[src/pkg/burst_sram_pkg.sv]
// constants and types for the burst sram cycle decoder
// assumes one 50 MHz clock and an active-low asynchronous reset
package burst_sram_pkg;
    localparam int LANE_COUNT = 4;
    localparam int LANE_WIDTH = 9;
    localparam int DATA_WIDTH = LANE_COUNT * LANE_WIDTH;
    localparam int ADDR_WIDTH = 21;
    localparam int BURST_BITS = 2;
    localparam logic [1:0] SLEEP_CYCLES = 2'h2;
    localparam logic [1:0] COUNT_RESET  = 2'h0;

    typedef enum logic [2:0] {
        CYC_IDLE     = 3'b000,
        CYC_DESELECT = 3'b001,
        CYC_SLEEP    = 3'b010,
        CYC_BEGIN    = 3'b011,
        CYC_CONTINUE = 3'b100,
        CYC_SUSPEND  = 3'b101
    } cycle_type;
endpackage
[src/hw/burst_sequencer.sv]
// two-bit burst counter and address sequencer
// assumes inputs already synchronous to sys_clk
`timescale 1ns/10ps
`default_nettype none
module burst_sequencer
    import burst_sram_pkg::*;
(
    input  wire logic                  sys_clk,
    input  wire logic                  rst_b,
    input  wire logic                  load,
    input  wire logic                  step,
    input  wire logic                  interleave,
    input  wire logic [BURST_BITS-1:0] start_bits,
    output logic      [BURST_BITS-1:0] burst_bits
);
    logic [BURST_BITS-1:0] start_reg;
    logic [BURST_BITS-1:0] count_reg;

    // --------------------------------------------------------------
    // counter
    // --------------------------------------------------------------
    // load captures the first address; step wraps modulo four
    always_ff @(posedge sys_clk or negedge rst_b) begin
        if (!rst_b) begin
            start_reg <= COUNT_RESET;
            count_reg <= COUNT_RESET;
        end else if (load) begin
            start_reg <= start_bits;
            count_reg <= COUNT_RESET;
        end else if (step) begin
            count_reg <= count_reg + 2'h1;
        end
    end

    // interleaved order xors the step count, linear adds it
    assign burst_bits = interleave ? (start_reg ^ count_reg)
                                   : (start_reg + count_reg);
endmodule
`default_nettype wire

[src/hw/sync_burst_sram_cycle_decode.sv]
// cycle decoder and data-port control for a flow-through burst sram
// assumes a bus master on sys_clk; sleep and output enable are async pins
`timescale 1ns/10ps
`default_nettype none
module sync_burst_sram_cycle_decode
    import burst_sram_pkg::*;
(
    input  wire logic                  sys_clk,
    input  wire logic                  rst_b,
    input  wire logic                  select_low_first,
    input  wire logic                  select_high_second,
    input  wire logic                  select_low_third,
    input  wire logic                  sleep_request,
    input  wire logic                  processor_addr_strobe,
    input  wire logic                  controller_addr_strobe,
    input  wire logic                  burst_advance,
    input  wire logic                  global_write_n,
    input  wire logic                  byte_write_gate_n,
    input  wire logic [LANE_COUNT-1:0] byte_select_n,
    input  wire logic                  output_enable_n,
    input  wire logic                  burst_order,
    input  wire logic [ADDR_WIDTH-1:0] addr,
    input  wire logic [DATA_WIDTH-1:0] data_in,
    output logic      [DATA_WIDTH-1:0] data_out,
    output logic                       data_oe_n,
    output logic      [ADDR_WIDTH-1:0] core_addr,
    output logic      [LANE_COUNT-1:0] lane_write,
    output logic      [DATA_WIDTH-1:0] write_data,
    output logic                       core_read,
    input  wire logic [DATA_WIDTH-1:0] core_rdata,
    output logic      [2:0]            cycle_state,
    output logic                       asleep
);
    // --------------------------------------------------------------
    // pin synchronisers
    // --------------------------------------------------------------
    logic sleep_meta_reg;
    logic sleep_sync_reg;
    logic oe_meta_reg;
    logic oe_sync_reg;
    logic mode_meta_reg;
    logic mode_sync_reg;

    // sleep and mode cross in through two flops
    always_ff @(posedge sys_clk or negedge rst_b) begin
        if (!rst_b) begin
            sleep_meta_reg <= 1'b0;
            sleep_sync_reg <= 1'b0;
            mode_meta_reg  <= 1'b1;
            mode_sync_reg  <= 1'b1;
        end else begin
            sleep_meta_reg <= sleep_request;
            sleep_sync_reg <= sleep_meta_reg;
            mode_meta_reg  <= burst_order;
            mode_sync_reg  <= mode_meta_reg;
        end
    end

    // kept only for its two-flop shape; the pin path itself is async
    always_ff @(posedge sys_clk or negedge rst_b) begin
        if (!rst_b) begin
            oe_meta_reg <= 1'b1;
            oe_sync_reg <= 1'b1;
        end else begin
            oe_meta_reg <= output_enable_n;
            oe_sync_reg <= oe_meta_reg;
        end
    end

    // --------------------------------------------------------------
    // write decode
    // --------------------------------------------------------------
    // any low select behind the gate, or global write, is a write
    function automatic logic [LANE_COUNT-1:0] lanes_of(
        input logic                  gw_n,
        input logic                  gate_n,
        input logic [LANE_COUNT-1:0] sel_n
    );
        lanes_of = {LANE_COUNT{1'b0}};
        for (int i = 0; i < LANE_COUNT; i++) begin
            lanes_of[i] = !gw_n || (!gate_n && !sel_n[i]);
        end
    endfunction

    logic [LANE_COUNT-1:0] lane_req;
    logic                  write_dec;
    assign lane_req  = lanes_of(global_write_n, byte_write_gate_n,
                                byte_select_n);
    assign write_dec = |lane_req;

    // --------------------------------------------------------------
    // cycle classification
    // --------------------------------------------------------------
    logic      selected;
    logic      proc_start;
    logic      ctrl_start;
    logic      burst_on;
    logic      in_sleep;
    logic      sleep_seen;
    cycle_type cycle_next;
    logic      load_addr;
    logic      step_addr;
    logic      write_next;
    logic      read_next;

    assign selected   = !select_low_first && select_high_second
                        && !select_low_third;
    // processor strobe is ignored while the first select is high
    assign proc_start = !processor_addr_strobe && !select_low_first;
    // controller strobe loses whenever processor strobe is low
    assign ctrl_start = !controller_addr_strobe
                        && processor_addr_strobe;

    always_comb begin
        cycle_next = CYC_IDLE;
        load_addr  = 1'b0;
        step_addr  = 1'b0;
        write_next = 1'b0;
        read_next  = 1'b0;
        if (sleep_seen) begin
            cycle_next = CYC_SLEEP;
        end else if (proc_start || ctrl_start) begin
            if (selected) begin
                cycle_next = CYC_BEGIN;
                load_addr  = 1'b1;
                // processor start never writes
                write_next = ctrl_start && write_dec;
                read_next  = !write_next;
            end else begin
                cycle_next = CYC_DESELECT;
            end
        end else if (controller_addr_strobe && burst_on
                     && (processor_addr_strobe || select_low_first)) begin
            if (!burst_advance) begin
                cycle_next = CYC_CONTINUE;
                step_addr  = 1'b1;
            end else begin
                cycle_next = CYC_SUSPEND;
            end
            write_next = write_dec;
            read_next  = !write_dec;
        end
    end

    // --------------------------------------------------------------
    // sleep entry and exit
    // --------------------------------------------------------------
    logic [1:0] sleep_cnt_reg;
    logic       sleep_reg;

    // two synchronised cycles at the new level change the state
    always_ff @(posedge sys_clk or negedge rst_b) begin
        if (!rst_b) begin
            sleep_cnt_reg <= COUNT_RESET;
            sleep_reg     <= 1'b0;
        end else if (sleep_sync_reg == sleep_reg) begin
            sleep_cnt_reg <= COUNT_RESET;
        end else if (sleep_cnt_reg == SLEEP_CYCLES - 2'h1) begin
            sleep_reg     <= sleep_sync_reg;
            sleep_cnt_reg <= COUNT_RESET;
        end else begin
            sleep_cnt_reg <= sleep_cnt_reg + 2'h1;
        end
    end

    // the pin floats the bus at once, before the state settles
    assign in_sleep = sleep_reg || sleep_request;
    // state logic only sees the synchronised pin, never the raw one
    assign sleep_seen = sleep_reg || sleep_sync_reg;

    // --------------------------------------------------------------
    // cycle state
    // --------------------------------------------------------------
    cycle_type cycle_reg;
    logic      burst_reg;
    logic      wr_cycle_reg;
    logic      rd_cycle_reg;

    always_ff @(posedge sys_clk or negedge rst_b) begin
        if (!rst_b) begin
            cycle_reg    <= CYC_IDLE;
            wr_cycle_reg <= 1'b0;
            rd_cycle_reg <= 1'b0;
        end else begin
            cycle_reg    <= cycle_next;
            wr_cycle_reg <= write_next;
            rd_cycle_reg <= read_next;
        end
    end

    // a burst lives from a begin until deselect or sleep
    always_ff @(posedge sys_clk or negedge rst_b) begin
        if (!rst_b) begin
            burst_reg <= 1'b0;
        end else if (cycle_next == CYC_BEGIN) begin
            burst_reg <= 1'b1;
        end else if (cycle_next == CYC_DESELECT
                     || cycle_next == CYC_SLEEP) begin
            burst_reg <= 1'b0;
        end
    end
    assign burst_on = burst_reg;

    // --------------------------------------------------------------
    // address path
    // --------------------------------------------------------------
    logic [ADDR_WIDTH-1:0] base_reg;
    logic [BURST_BITS-1:0] burst_bits;

    always_ff @(posedge sys_clk or negedge rst_b) begin
        if (!rst_b) begin
            base_reg <= {ADDR_WIDTH{1'b0}};
        end else if (load_addr) begin
            base_reg <= addr;
        end
    end

    burst_sequencer u_seq (
        .sys_clk    (sys_clk),
        .rst_b      (rst_b),
        .load       (load_addr),
        .step       (step_addr),
        .interleave (mode_sync_reg),
        .start_bits (addr[BURST_BITS-1:0]),
        .burst_bits (burst_bits)
    );

    assign core_addr = {base_reg[ADDR_WIDTH-1:BURST_BITS], burst_bits};

    // --------------------------------------------------------------
    // write strobes and data
    // --------------------------------------------------------------
    logic [LANE_COUNT-1:0] lane_reg;
    logic [DATA_WIDTH-1:0] wdata_reg;

    // data and parity of a lane are written together
    always_ff @(posedge sys_clk or negedge rst_b) begin
        if (!rst_b) begin
            lane_reg  <= {LANE_COUNT{1'b0}};
            wdata_reg <= {DATA_WIDTH{1'b0}};
        end else begin
            lane_reg  <= write_next ? lane_req : {LANE_COUNT{1'b0}};
            wdata_reg <= data_in;
        end
    end

    genvar g;
    generate
        for (g = 0; g < LANE_COUNT; g++) begin : g_lane
            assign write_data[g*LANE_WIDTH +: LANE_WIDTH] =
                wdata_reg[g*LANE_WIDTH +: LANE_WIDTH];
        end
    endgenerate
    assign lane_write = lane_reg;

    // --------------------------------------------------------------
    // data pin control
    // --------------------------------------------------------------
    logic [DATA_WIDTH-1:0] rdata_reg;

    // flow-through read data held in flops for the output path
    always_ff @(posedge sys_clk or negedge rst_b) begin
        if (!rst_b) begin
            rdata_reg <= {DATA_WIDTH{1'b0}};
        end else begin
            rdata_reg <= core_rdata;
        end
    end

    // live oe pin, masked in writes, deselect and sleep
    assign data_oe_n = !(rd_cycle_reg && !wr_cycle_reg && !in_sleep
                         && !output_enable_n);
    assign data_out    = rdata_reg;
    assign core_read   = rd_cycle_reg;
    assign cycle_state = cycle_reg;
    assign asleep      = sleep_reg;
endmodule
`default_nettype wire

[config.mk]
export PLATFORM = sky130hd
export DESIGN_NAME = sync_burst_sram_cycle_decode
export DESIGN_NICKNAME = d
export VERILOG_FILES = /design/src/pkg/burst_sram_pkg.sv /design/src/hw/burst_sequencer.sv /design/src/hw/sync_burst_sram_cycle_decode.sv
export SDC_FILE = /design/constraint.sdc
export NUM_CORES = 1
export LEC_CHECK = 0
export BUFFER_PORTS_ARGS = -buffer_cell sky130_fd_sc_hd__buf_2
export CELL_PAD_IN_SITES_DETAIL_PLACEMENT = 0
export CELL_PAD_IN_SITES_GLOBAL_PLACEMENT = 2
export CORE_ASPECT_RATIO = 0.6
export CORE_MARGIN = 1.5
export CORE_UTILIZATION = 27
export DETAILED_ROUTE_END_ITERATION = 8
export PLACE_DENSITY_LB_ADDON = 0.1
export SLEW_MARGIN = 10
export SYNTH_ARGS = -nofsm -noshare
export SYNTH_HDL_FRONTEND = slang
export SYNTH_SLANG_ARGS = --single-unit
[constraint.sdc]
create_clock -name sys_clk -period 2.3 [get_ports sys_clk]
set_clock_uncertainty 0.2 [all_clocks]
set_input_delay 0.69 -clock sys_clk [delete_from_list [all_inputs] [get_ports sys_clk]]
set_output_delay 0.69 -clock sys_clk [all_outputs]
set_load 0.1 [all_outputs]
# After elaboration in Yosys (flattened, before gate mapping)
# Cells that the tools add are included.
[word_totals] reg_bits=114 in_bits=110 word_cells=97
[op_classes] add_sub_neg=3 n_eq_ne=5 n_mux=28 n_bitwise=2 n_reduce_logical=43
[op_table] cell="two-way mux 1 bit" n=18
[op_table] cell="zero test 1 bit" n=16
[op_table] cell="logical AND 1 bit" n=14
[op_table] cell="two-way mux 2 bit" n=6
[op_table] cell="logical OR 1 bit" n=9
[op_table] cell="two-way mux 3 bit" n=3
[op_table] cell="== test 3 x 2 -> 1 bit (second input constant)" n=2
[op_table] cell="adder 2 x 1 -> 2 bit (second input constant)" n=2
[op_table] cell="two-way mux 4 bit" n=1
[op_table] cell="nonzero test 2 bit" n=2
[op_table] cell="OR reduction 4 bit" n=1
[op_table] cell="== test 3 x 1 -> 1 bit (second input constant)" n=1
[op_table] cell="adder 2 bit" n=1
[op_table] cell="== test 2 x 1 -> 1 bit (second input constant)" n=1
[op_table] cell="AND reduction 2 bit" n=1
[op_table] cell="bitwise XOR 2 bit" n=1
[op_table] cell="== test 1 bit" n=1
[op_table] cell="inverter 1 bit" n=1

# Longest topological paths before layout
# Gate-level depths: netlist (run 1).
[depth] depth_word=10 ltp_mapped=6 depth_no_buf=6

# Cells and area by module
# A second synthesis (run 1) with hierarchy kept.
[unflattened] cells_unflattened=192 area_unflattened_um2=3508.4
[modules_own_cells] mod="sync_burst_sram_cycle_decode" n_inst=1 cells_per_inst=176 area_per_inst_um2=3306.9
[modules_own_cells] mod="burst_sequencer" n_inst=1 cells_per_inst=16 area_per_inst_um2=201.4

# Worst setup path after synthesis (run 1)
# OpenSTA, ideal clock, no wires.
[synth_path] kind="flip-flop to output port" from="register u_seq.count_reg[0]" to="output core_addr[1]" t_arrival_ns=2.234 required_time_ns=1.410 setup_slack_ns=-0.824 path_stages_with_launch=4 n_path_buf=0 path_cell_list="dfrtp_1 ha_1 nor2b_1 xnor2_1"
[synth_via] elab_chain_len=2
[synth_lines] item="start, declared" line_no="burst_sequencer.sv:17" rtl="logic [BURST_BITS-1:0] count_reg;"
[synth_lines] item="start signal, assigned" line_no="burst_sequencer.sv:31" rtl="count_reg <= count_reg + 2'h1;"
[synth_lines] item="adder 2 bit" line_no="burst_sequencer.sv:37" rtl=": (start_reg + count_reg);"
[synth_lines] item="two-way mux 2 bit" line_no="burst_sequencer.sv:36" rtl="assign burst_bits = interleave ? (start_reg ^ count_reg)"
[synth_lines] item="end, declared" line_no="sync_burst_sram_cycle_decode.sv:26" rtl="output logic [ADDR_WIDTH-1:0] core_addr,"
# No other way between the ends.

# Worst setup path after layout (run 1)
[layout_path] from="input sleep_request" to="output data_oe_n"
[layout_via] elab_chain_len=5
[layout_lines] item="start, declared" line_no="sync_burst_sram_cycle_decode.sv:13" rtl="input wire logic sleep_request,"
[layout_lines] item="logical OR 1 bit" line_no="sync_burst_sram_cycle_decode.sv:167" rtl="assign in_sleep = sleep_reg || sleep_request;"
[layout_lines] item="zero test 1 bit" line_no="sync_burst_sram_cycle_decode.sv:271" rtl="assign data_oe_n = !(rd_cycle_reg && !wr_cycle_reg && !in_sleep"
[layout_lines] item="logical AND 1 bit" line_no="sync_burst_sram_cycle_decode.sv:271"
[layout_lines] item="logical AND 1 bit" line_no="sync_burst_sram_cycle_decode.sv:272" rtl="&& !output_enable_n);"
[layout_lines] item="zero test 1 bit" line_no="sync_burst_sram_cycle_decode.sv:271"
[layout_lines] item="end, declared" line_no="sync_burst_sram_cycle_decode.sv:25" rtl="output logic data_oe_n,"
# No other way between the ends.

==> results of run 1 <==
[worst register-to-register path, stage by stage, from the launching register on]
cell                      delay (ns)
sky130_fd_sc_hd__dfrtp_2        0.44
sky130_fd_sc_hd__inv_1          0.06
sky130_fd_sc_hd__ha_1           0.26
sky130_fd_sc_hd__and3_1         0.24
sky130_fd_sc_hd__buf_12         0.21
sky130_fd_sc_hd__mux2_2         0.36
[layer usage]
| metal | track usage | vias to the layer above | part of all wire |
|---|---|---|---|
| li1 | - | 1097 | - |
| met1 | 0.163 | 1103 | 0.43 |
| met2 | 0.205 | 109 | 0.46 |
| met4 | 0.0449 | 0 | 0.017 |
| met5 | 0 | - | 0 |
| met3 | 0.0454 | 14 | 0.091 |
[kinds of logic after synthesis]
family	count (synthesis)	synth area share
buffers and inverters	26	0.0573
adder cells (fa/ha/maj)	2	0.00686
AO/OA/AOI/OAI	14	0.0271
multiplexers	22	0.0865
XOR/XNOR	2	0.00481
AND/OR/NAND/NOR	34	0.0477
flip-flops	112	0.770
[stage by stage]
stage,setup TNS (ns),setup slack [ns],instance area (um^2)
floorplan,-0.000591,-0.000591,3670
global placement,-0.215,-0.215,4860
detailed placement,-0.227,-0.227,4860
CTS,-0.160,-0.134,5170
global route,-0.228,-0.159,5170
finish,-0.130,-0.130,5170
[where the power goes]
group          switching, mW  internal [mW]  total [mW]
sequential             0.132           2.24        2.37
clock                  0.709          0.748        1.46
combinational           2.29          0.615        2.91
total                   3.13           3.61        6.74
[layout by cell type, fill, tap and decap left out, types with 2 or more instances in the layout]
cell type                   count
sky130_fd_sc_hd__buf_2        208
sky130_fd_sc_hd__clkinv_4       3
sky130_fd_sc_hd__nor3_1         4
sky130_fd_sc_hd__inv_1          4
sky130_fd_sc_hd__clkbuf_1       2
sky130_fd_sc_hd__o21ai_0        3
sky130_fd_sc_hd__o2111ai_1      2
sky130_fd_sc_hd__dfrtp_2        2
sky130_fd_sc_hd__a21boi_0       2
sky130_fd_sc_hd__buf_12         5
sky130_fd_sc_hd__mux2_2         4
sky130_fd_sc_hd__nand2_1        5
sky130_fd_sc_hd__dfrtp_1      108
sky130_fd_sc_hd__buf_4          5
sky130_fd_sc_hd__a21oi_1        2
sky130_fd_sc_hd__nor2_1        11
sky130_fd_sc_hd__nand2b_1       2
sky130_fd_sc_hd__dfstp_2        2
sky130_fd_sc_hd__or3_1          2
sky130_fd_sc_hd__clkbuf_16      9
sky130_fd_sc_hd__mux2_4        18
[final cells by class]
type                            instances  area, um^2  share of cell area
Inverter                                4        15.0             0.00290
Clock inverter                          5        42.5             0.00822
Timing Repair Buffer                  219        1190               0.231
Tap cell                              170         213              0.0411
Multi-Input combinational cell         74         671               0.130
Clock buffer                           11         233              0.0450
Sequential cell                       112        2810               0.543
[worst min path at each step]
| stage | startpoint | end | slack, ns | cells past startpoint |
|---|---|---|---|---|
| floorplan | sleep_meta_reg | sleep_sync_reg | 0.13 | 0 |
| global placement | sleep_meta_reg | sleep_sync_reg | 0.14 | 0 |
| detailed placement | sleep_meta_reg | sleep_sync_reg | 0.14 | 0 |
| CTS | rst_b | data_out[33] | 0.05 | 1 |
| global route | rst_b | write_data[17] | 0.06 | 1 |
| finish | rst_b | data_out[33] | 0.05 | 1 |
[timing repair]
| action | CTS | global route |
|---|---|---|
| pin swaps | 0 | 1 |
| setup endpoints to repair | 2 | 2 |
| gates resized for setup | 7 | 0 |
| buffers inserted | 2 | 0 |
==> results.md, run 1 <==
Clocking:
- The number of levels the H-tree was split into is 3.
- The clock slew at the register clock pins of the worst setup and hold paths is 0.08 ns.
- The number of buffers added by the clock tree synthesis step is 9.
- The clock latency on the worst-skew pair is 0.34 ns.
- In this run the deepest clock path goes through 2 buffers.
- The root buffer cell chosen for the clock tree is sky130_fd_sc_hd__clkbuf_16.
- The clock drives 112 sinks.
- The count of hold-fix buffers inserted at cts is 0.
- The TritonCTS clock tree is built.

Global routing:
- The largest net degree at the start of global routing is 52.
- The first global-routing pass estimated 13.7 mm of wire.
- The number of global-route vias before repair is 2,360.
- The initial antenna violation count came to 0.
- The total overflow left after global routing is 0.
- Across every metal layer, demand over resource in global routing totals 0.129.

Floorplanning:
- 213 I/O pins were placed.
- The floorplan step set the die width to 153 um.
- The region available for standard cell placement spans 13,000 um^2.
- The initial utilization of the core area, before any placement, comes to 0.280.
- The die covers 14,200 um^2.
- Measured along the y axis, the die boundary spans 93.0 um.
- The floorplan has 32 rows.

Cells and area:
- Counting the fill cells in the layout gives 1,230.
- The area overhead of the layout relative to synthesis is 42.0%.
- Once layout is complete, the utilization of the core stands at 0.398.
- 0 antenna diodes ended up in the layout.
- In the final design database the tool counted 532 nets.
- For this run, the number of standard cells in the final layout without fillers is 595.
- Of the cells placed in the final design, the portion with a size suffix greater than 1 is 0.628.

Worst setup path:
- For flop-to-flop paths, the worst setup slack is 0.41 ns.
- The cell family contributing the most delay on the critical path is simple AND/OR/NAND/NOR gates.
- The worst setup path is launched from an input port.
- On the worst path, the slowest cell contributes a delay of 0.43 ns.
- Tracing the worst setup path back leads to its startpoint at sleep_request.
- The worst setup path is captured at a primary output.
- The largest individual stage delay along the critical path comes from the cell sky130_fd_sc_hd__or4_4.
- The worst reg2reg path endpoint is base_reg[3].
- Along the worst path, the maximum fanout reaches 2.
- Counting both buffers and inverters, the worst setup path holds a total of 2.
- STA puts the critical path data required time at 1.41 ns.
- The number of gates on the worst path with buffers counted is 4.
- The most critical setup path has its endpoint at data_oe_n.
- Measured in cells, the most critical reg-to-reg path has a length of 5.
- Traced cell by cell, the critical path runs through buf_2 -> nand2b_1 -> or4_4 -> buf_8.
- The critical path in this run is classified as input port to primary output.
- Data on the critical path arrives at its endpoint at 1.54 ns.
- In this run the critical register-to-register path is launched from asleep.

Detailed routing:
- The DRC violation total after the first TritonRoute iteration is 92.
- The final wirelength is 8.81 mm.
- The number of DRC violations after detailed routing is 17.
- The first detailed-routing pass ran for 6 iterations.
- In the final routed layout, each cell accounts on average for 14.8 um.
- The remaining antenna violation count is 0.
- Using the TritonRoute via totals, the vias-per-cell ratio works out to 3.90.
- The total number of vias is 2,323.

STA:
- The worst-case headroom to the max-slew limit is 0.663.
- Based on the critical path, the design can be clocked at up to 412 MHz.
- Setup repair after global routing could not meet its margin everywhere.
- At the pin with the least slew margin, the transition time is 0.509 ns.
- The final hold violation count is 0.
- The worst path in the final design needs a cycle of 2.43 ns, including I/O delays and setup.
- The number of max-slew violations in the final report is 0.
- The final number of setup-violating endpoints is 1.
- Final hold analysis gives a worst-case slack of 0.0550 ns.
- The final cycle utilization of the critical path is 1.06.
- Once routing completed, OpenROAD measured the worst setup slack at -0.130 ns.

Hold path:
- The worst hold-check path type is input port to asynchronous set/reset pin.

Logic synthesis:
- Counting instances in the post-synthesis netlist gives the leading cell types as 110 x sky130_fd_sc_hd__dfrtp_1, 19 x sky130_fd_sc_hd__buf_4, 18 x sky130_fd_sc_hd__mux2_4.
- Sorting the synthesized cells by area gives the leading types as sky130_fd_sc_hd__dfrtp_1 76%, sky130_fd_sc_hd__mux2_4 7.4%, sky130_fd_sc_hd__buf_4 3.9%.
- Synthesis inferred 112 register bits.
- The warning count from the yosys run is 0.
- In the post-synthesis netlist, the cell with the most instances is sky130_fd_sc_hd__dfrtp_1.
- Summed over all instances, the cell type with the most area after synthesis is sky130_fd_sc_hd__dfrtp_1.
- After synthesis, the share of flip-flops with an asynchronous set or reset is 1.00.
- The synthesized area divided by synthesized cell count is 17.2 um^2.
- The fraction of the yosys area taken by sequential cells is 0.770.
- The share of synthesized area in the top cell type comes to 0.755.
- Among all flip-flop cells after synthesis, the most frequent one is sky130_fd_sc_hd__dfrtp_1.
- In this run the cell area of the synthesized design comes to 3640 um^2.
- The net count of the mapped netlist is 324.
- The cell count after synthesis is 212.
- The number of enable flip-flop cells after synthesis is 0.
- The count of unique library cells instantiated by Yosys is 33.

Run status:
- The run finished, with violations left.
- The checks that failed: DRC, setup timing.

Run:
- Across the run, the number of max-cap violations was 0.

Placed design:
- Counting tap cells, the placed design contains a total of 577 instances.
- The number of buffer cells added on primary ports is 212.
- Routability-driven placement finished with a final weighted congestion of 0.776.
- The HPWL after detailed placement is 6.76 mm.

Power and ir drop:
- Dividing total power by cell area gives a power density of 1300 nW/um^2.
- For this design the static power due to leakage is 2.66 nW.
- VDD sags by at most 0.480 mV.
- The final total power is 6.74 mW.
Power figures use the tool's default switching activity.
==> run 2, diff against run 1 <==
Settings changed: ABC_AREA set to 1, CORE_UTILIZATION 27 to 25.
==> run 2 against run 1 <==
The run ends with setup timing left. Cell count up 14%. First-iteration DRC count is 26% lower. Sequential share of layout area fell by 0.14 points. Area after synthesis shrank 0.38%. Critical path depth rose by 2. Combinational power decreased by 5%. Sequential cell count did not move. Setup slack improved by 0.13 ns. Final area is 0.27% higher. Largest cell class unchanged.
==> results.md, run 2 <==
Logic synthesis:
- The fraction of the yosys area taken by sequential cells is 0.773 (+0.00292).
- The warning count from the yosys run is 0 (unchanged).
- The synthesized area divided by synthesized cell count is 13.1 um^2 (-24%).
- The flip-flop cell with the highest count after synthesis is sky130_fd_sc_hd__dfrtp_1.
- The number of enable flip-flop cells after synthesis is 0 (unchanged).
- By count the netlist is led by 110 x sky130_fd_sc_hd__dfrtp_1, 57 x sky130_fd_sc_hd__nand2_1, 28 x sky130_fd_sc_hd__nand3_1.
- The net count of the mapped netlist came to 390 (+20%).
- The most common cell in the synthesized netlist is sky130_fd_sc_hd__dfrtp_1.
- The count of unique library cells instantiated by Yosys is 21 (-36%).
- The number of flip-flops and latches in the synthesized netlist came to 112 (unchanged).
- Summed over all instances, the cell type with the most area after synthesis is sky130_fd_sc_hd__dfrtp_1.
- The area share of the largest cell type after synthesis is 0.758 (+0.00286).
- The synthesized cell area is 3630 um^2 (-0.38%).
- The post-synthesis async set-or-reset flop share came to 1.00 (unchanged).
- By area the synthesized netlist is led by sky130_fd_sc_hd__dfrtp_1 76%, sky130_fd_sc_hd__nand2_1 5.9%, sky130_fd_sc_hd__buf_4 4.3%.
- The cell count after synthesis came to 278 (+31%).

Global routing:
- The total congestion overflow after global routing was 0 (unchanged).
- The aggregate global-route resource usage came to 0.124 (-0.00454).
- The number of global-route vias before repair is 2,623 (+11%).
- The largest net degree at the start of global routing is 54 (+3.8%).
- The wire length of the first global-routing pass is 13.8 mm (+0.75%).
- The initial antenna violation count was 0 (unchanged).

Cells and area:
- The filler cell count was 1,408 (+14%).
- Relative to the synthesized area, the layout overhead comes to 42.9%.
- The net total in the final layout was 597 (+12%).
- Leaving out fill and tap cells, the most frequent cells in the layout are 209 x sky130_fd_sc_hd__buf_2, 108 x sky130_fd_sc_hd__dfrtp_1, 57 x sky130_fd_sc_hd__nand2_1.
- The share of post-route cells with drive strength above 1 came to 0.505 (-0.123).
- The total inserted antenna cells is 0 (unchanged).
- The commonest non-fill, non-tap cell in the layout is sky130_fd_sc_hd__buf_2.

Worst setup path:
- The cell family contributing the most delay on the critical path is flip-flops.
- The worst reg-to-reg setup slack is 0.51 ns (+0.10 ns).
- The worst path arrival time was 1.41 ns (-0.13 ns).
- The delay of the slowest critical-path stage is 0.39 ns (-0.04 ns).
- The endpoint class of the critical path is a primary output.
- The nature of the critical path startpoint is a flop.
- Traced cell by cell, the critical path runs through ha_2 -> inv_2 -> nor2_2 -> xor2_1 -> inv_1 -> buf_12.
- The worst endpoint required time is 1.41 ns (about the same).
- By startpoint and endpoint, the worst setup path is classified as flop to primary output.
- The combined buffer and inverter count along the critical path is 3 (+1).
- The largest fanout of any net on the critical path is 2 (unchanged).
- The largest individual stage delay along the critical path comes from the cell sky130_fd_sc_hd__dfrtp_1.

Run status:
- The flow ran to the end, but the final reports show violations.
- The final reports fail on setup timing.

Clocking:
- TritonCTS built the clock tree.
- The clock slew at the register clock pins of the worst setup and hold paths is 0.07 ns (about the same).
- The number of sinks driven by the clock tree is 112 (unchanged).
- The maximum clock path buffer count is 2 (unchanged).
- The tree is rooted in a sky130_fd_sc_hd__clkbuf_16.
- The number of buffers added by the clock tree synthesis step is 9 (unchanged).
- The clock latency on the worst-skew pair is 0.35 ns (about the same).
- The number of levels the H-tree was split into is 3 (unchanged).

Detailed routing:
- The detail-routed net length per standard cell is 13.5 um (-8.6%).
- The final wirelength is 9.22 mm (+4.6%).
- The DRC violation total after the first TritonRoute iteration is 68 (-26%).
- The remaining antenna violation count was 0 (unchanged).
- The total number of vias is 2,601 (+12%).
- The per-cell via count in the routed design is 3.82 (-2.2%).
- The number of DRC violations after detailed routing came to 0 (-17).
- The number of detailed-routing iterations run before antenna repair is 4 (-2).

STA:
- The measured slew at the worst slew-check pin was 0.513 ns (+0.00340 ns).
- The final cycle utilization of the critical path is 1.00 (-0.0558).
- The worst-case headroom to the max-slew limit is 0.658 (-0.00460).
- The post-route minimum period is 2.30 ns (-0.128 ns).
- The final number of setup-violating endpoints is 1 (unchanged).
- Setup repair after global routing could not meet its margin everywhere.
- The achievable frequency is 435 MHz (+5.6%).
- The final hold violation count came to 0 (unchanged).
- The worst setup slack after layout is -0.00133 ns (+0.128 ns).
- The number of max-slew violations in the final report is 0 (unchanged).

Floorplanning:
- The die height is 96.4 um (+3.6%).
- The count of boundary I/O pins is 213 (unchanged).
- The count of standard-cell rows is 33 (+3.1%).
- The placeable core region was 13,900 um^2 (+6.9%).
- The width of the die is 159 um (+3.7%).
- The starting density of the core came to 0.261 (-0.0191).
- The die area is 15,300 um^2 (+7.4%).

Placed design:
- The post-place setup slack is 0.0544 ns (+0.281 ns).
- The sum of net half-perimeters after detailed placement came to 7.15 mm (+5.7%).
- The number of buffer cells added on primary ports came to 212 (unchanged).
- The placer's final routability congestion estimate is 0.724 (-6.7%).

Power and ir drop:
- The final total power is 6.69 mW (-0.68%).
- The cell leakage power came to 2.82 nW (+5.8%).
- The power per unit of standard cell area is 1290 nW/um^2 (-0.94%).
- The worst ir drop on vdd is 0.437 mV (-9.0%).

Hold path:
- The worst hold-check path type is flop to flop.

Run:
- The max-cap check violation count is 0 (unchanged).
-- run 2: metal layers --
metal / share of wire / GRT usage
met3: 0.097 / 0.0518
met1: 0.40 / 0.137
met4: 0.013 / 0.0444
met2: 0.49 / 0.216
met5: 0 / 0
-- run 2: worst paths after layout --
| path | start | cells past startpoint | endpoint |
|---|---|---|---|
| max | u_seq.start_reg[0] | 6 | core_addr[1] |
| min | mode_meta_reg | 0 | mode_sync_reg |
| max reg2reg | asleep | 5 | u_seq.count_reg[1] |
| min reg2reg | mode_meta_reg | 0 | mode_sync_reg |
| max in group asynchronous | rst_b | 3 | core_read |
| min in group asynchronous | rst_b | 2 | data_out[16] |
-- run 2: cells by family after synthesis --
group,count (synthesis),share of synthesized area
compound gates,6,0.00965
flops,112,0.773
fa+ha+maj,2,0.00689
xor+xnor,3,0.00724
buf+inv,41,0.0689
simple gates,114,0.135
-- run 2: what timing repair did --
action	CTS	global route
pin swaps	1	2
hold buffers	1	0
resized for setup	1	2
setup endpoints to repair	1	1
hold endpoints to repair	11	0
buffers inserted	1	1
-- run 2: cell type report --
cell class / count / area, um^2 / share of cell area
sequential: 112 / 2810 / 0.541
timing repair buffer: 222 / 1200 / 0.231
multi-input combinational: 125 / 586 / 0.113
tap: 192 / 240 / 0.0463
clock buffer: 9 / 225 / 0.0434
clock inverter: 6 / 77.6 / 0.0150
inverter: 15 / 56.3 / 0.0109
-- run 2: report_power, final --
group	leakage [nW]	switching, mW	internal [mW]
clock	0.146	0.720	0.858
combinational	1.32	2.27	0.484
sequential	1.35	0.126	2.23
-- run 2: per-stage QoR --
| stage | TNS (ns) | std cells | cell area, um^2 | utilization | hold slack, ns |
|---|---|---|---|---|---|
| 2_1_floorplan | -0.176 | 278 | 3640 | - | 0.131 |
| 3_3_place_gp | 0 | 663 | 4860 | 0.349 | 0.148 |
| 3_5_place_dp | 0 | 663 | 4860 | 0.349 | 0.147 |
| 4_1_cts | -0.0193 | 680 | 5180 | 0.372 | 0.157 |
| 5_1_grt | -0.0803 | 681 | 5190 | 0.373 | 0.169 |
| 6_report | -0.00133 | 681 | 5190 | 0.373 | 0.158 |
==> run 3, diff against run 2 <==
Settings changed: REMOVE_ABC_BUFFERS set to 1, SLEW_MARGIN 10 to 25.
==> run 3 against run 2 <==
The run still ends with setup timing left. Highest routed layer unchanged. Global-route usage rose by 0.38 points. Critical endpoint unchanged. Clock power is 4% higher. Setup slack worse by 0.010 ns. Sequential power about the same. Via count rose by 0.77%. Fmax decreased by 0.45%. Die area unchanged. Largest power group unchanged. Sequential share of layout area decreased by 0.24 points. Sequential cell count is the same.
==> results.md, run 3 (same netlist as run 2, synthesis figures left out) <==
Power and ir drop:
- The cell leakage power is 2.83 nW (+0.48%).
- The net switching power is 3.17 mW (+1.6%).
- The fraction of power consumed by combinational cells is 0.410 (-0.002).
- The power per unit of standard cell area was 1300 nW/um^2 (+0.82%).
- The final total power came to 6.77 mW (+1.2%).
- The relative contribution of the clock network to total power is 0.243 (+0.007).
- The internal portion of total power was 3.60 mW (+0.85%).
- The portion of total power attributed to sequential cells came to 0.348 (-0.004).
- The proportion of total power due to net switching is 0.468 (+0.00174).
- The worst ir drop on vdd was 0.482 mV (+10%).

STA:
- Setup repair after global routing could not meet its margin everywhere.
- The measured slew at the worst slew-check pin was 0.509 ns (-0.00367 ns).
- The worst setup slack after layout is -0.0116 ns (-0.0103 ns).
- The final cycle utilization of the critical path is 1.01 (+0.00448).
- The achievable frequency was 433 MHz (-0.45%).
- The final hold violation count was 0 (unchanged).
- The number of max-slew violations in the final report came to 0 (unchanged).
- The final number of setup-violating endpoints is 1 (unchanged).
- The total negative slack is -0.0116 ns (-0.0103 ns).
- The worst hold-check slack is 0.0472 ns (-0.111 ns).
- The post-route minimum period was 2.31 ns (+0.0103 ns).
- The worst-case headroom to the max-slew limit was 0.663 (+0.00478).

Floorplanning:
- The starting density of the core is 0.261 (unchanged).
- The placeable core region is 13,900 um^2 (unchanged).
- The die height is 96.4 um (unchanged).
- The count of standard-cell rows is 33 (unchanged).
- The die area is 15,300 um^2 (unchanged).
- The width of the die was 159 um (unchanged).
- The count of boundary I/O pins came to 213 (unchanged).

Worst setup path:
- The largest fanout of any net on the critical path is 2 (unchanged).
- The worst reg2reg path endpoint is u_seq.count_reg[1].
- The worst path arrival time came to 1.42 ns (about the same).
- The most critical setup path has its startpoint at u_seq.start_reg[0].
- The end point of the critical path is core_addr[1].
- The worst register-to-register path begins at asleep.
- The worst setup path is captured at a primary output.
- The nature of the critical path startpoint is a flop.
- The worst reg-to-reg setup slack came to 0.62 ns (+0.11 ns).
- The worst endpoint required time is 1.41 ns (about the same).
- The depth of the worst register-to-register path is 5 (unchanged).
- The worst setup path is of the flop to primary output kind.

Detailed routing:
- The final wirelength is 9.44 mm (+2.4%).
- The number of DRC violations after detailed routing was 0 (unchanged).
- The remaining antenna violation count was 0 (unchanged).
- The per-cell via count in the routed design is 3.84 (+0.62%).
- The total number of vias is 2,621 (+0.77%).
- The DRC violation total after the first TritonRoute iteration came to 90 (+32%).
- The number of detailed-routing iterations run before antenna repair is 5 (+1).
- The detail-routed net length per standard cell is 13.8 um (+2.3%).

Global routing:
- The total congestion overflow after global routing came to 0 (unchanged).
- The largest net degree at the start of global routing is 50 (-7.4%).
- The wire length of the first global-routing pass is 14.1 mm (+2.4%).
- The initial antenna violation count was 1 (+1).
- The aggregate global-route resource usage is 0.128 (+0.00382).
- The number of global-route vias before repair came to 2,636 (+0.50%).

Clocking:
- The number of buffers added by the clock tree synthesis step was 9 (unchanged).
- The clock slew at the register clock pins of the worst setup and hold paths is 0.08 ns (about the same).
- The number of levels the H-tree was split into is 3 (unchanged).
- The clock latency on the worst-skew pair was 0.35 ns (about the same).
- The root buffer cell chosen for the clock tree is sky130_fd_sc_hd__clkbuf_16.
- The maximum clock path buffer count is 2 (unchanged).
- TritonCTS built the clock tree.
- The number of sinks driven by the clock tree was 112 (unchanged).

Hold path:
- The worst hold path belongs to the class input port to asynchronous set/reset pin.

Placed design:
- The post-place setup slack is 0.00490 ns (-0.0495 ns).
- The sum of net half-perimeters after detailed placement is 7.24 mm (+1.2%).
- The number of buffer cells added on primary ports is 212 (unchanged).
- The placer's final routability congestion estimate is 0.709 (-2.1%).

Cells and area:
- The area overhead of the layout relative to synthesis is 43.4%.
- The post-route core utilization was 0.374 (+0.00135).
- The library cells used most frequently in the layout, excluding fill and tap cells, are 208 x sky130_fd_sc_hd__buf_2, 110 x sky130_fd_sc_hd__dfrtp_1, 57 x sky130_fd_sc_hd__nand2_1.
- The net total in the final layout came to 596 (-0.17%).
- The share of post-route cells with drive strength above 1 is 0.505 (unchanged).
- The filler cell count came to 1,438 (+2.1%).
- The commonest non-fill, non-tap cell in the layout is sky130_fd_sc_hd__buf_2.

Run status:
- The checks that failed: setup timing.
- The flow ran to the end, but the final reports show violations.

Run:
- The max-cap check violation count is 0 (unchanged).
-- run 3: stage by stage --
step                std cells  cell area [um^2]
floorplan                 252              3440
global placement          662              4840
detailed placement        662              4840
CTS                       680              5180
global route              681              5200
finish                    682              5210
-- run 3: cell type report --
cell class / instances / area (um^2) / area share
flip-flops and latches: 112 / 2810 / 0.539
repair buffers: 221 / 1190 / 0.228
multi-input cells: 125 / 593 / 0.114
well taps: 192 / 240 / 0.0461
clock buffers: 9 / 225 / 0.0432
clock inverters: 7 / 96.3 / 0.0185
inverters: 15 / 56.3 / 0.0108
diodes: 1 / 2.50 / 0.000481
-- run 3: worst min path at each step --
stage | from | to | slack (ns) | cells past startpoint
after global routing | rst_b | data_out[35] | 0.07 | 1
after global placement | mode_meta_reg | mode_sync_reg | 0.15 | 0
after floorplan | sleep_meta_reg | sleep_sync_reg | 0.13 | 0
final | rst_b | write_data[22] | 0.05 | 1
after CTS | rst_b | write_data[22] | 0.05 | 1
after detailed placement | mode_meta_reg | mode_sync_reg | 0.15 | 0
-- run 3: routing by layer --
layer  vias to the layer above  global-route usage  wire (um)
li1                       1260                   -          -
met1                      1236               0.151       4070
met2                       117               0.215       4460
met3                         8              0.0468        825
met4                         0              0.0467         80
met5                         -                   0          0
-- run 3: worst max-delay path, cell delays in order, from the launching register on --
cell                      delay, ns
sky130_fd_sc_hd__dfrtp_1       0.39
sky130_fd_sc_hd__ha_2          0.19
sky130_fd_sc_hd__inv_2         0.05
sky130_fd_sc_hd__nor2_2        0.03
sky130_fd_sc_hd__xor2_1        0.15
sky130_fd_sc_hd__inv_1         0.11
sky130_fd_sc_hd__buf_12        0.18
-- run 3: power groups by stage --
stage | Clock [mW] | Sequential (mW) | Combinational [mW]
finish | 1.64 | 2.36 | 2.77
global route | 1.80 | 2.39 | 2.91
global placement | 0 | 2.39 | 2.74
floorplan | 0 | 4.03 | 0.484
CTS | 1.72 | 2.36 | 2.78
detailed placement | 0 | 2.40 | 2.75
-- run 3: repair_timing --
action                     in CTS  in global routing
buffers inserted                2                  1
resized for setup               2                  4
hold buffers                    0                  0
setup endpoints to repair       2                  2
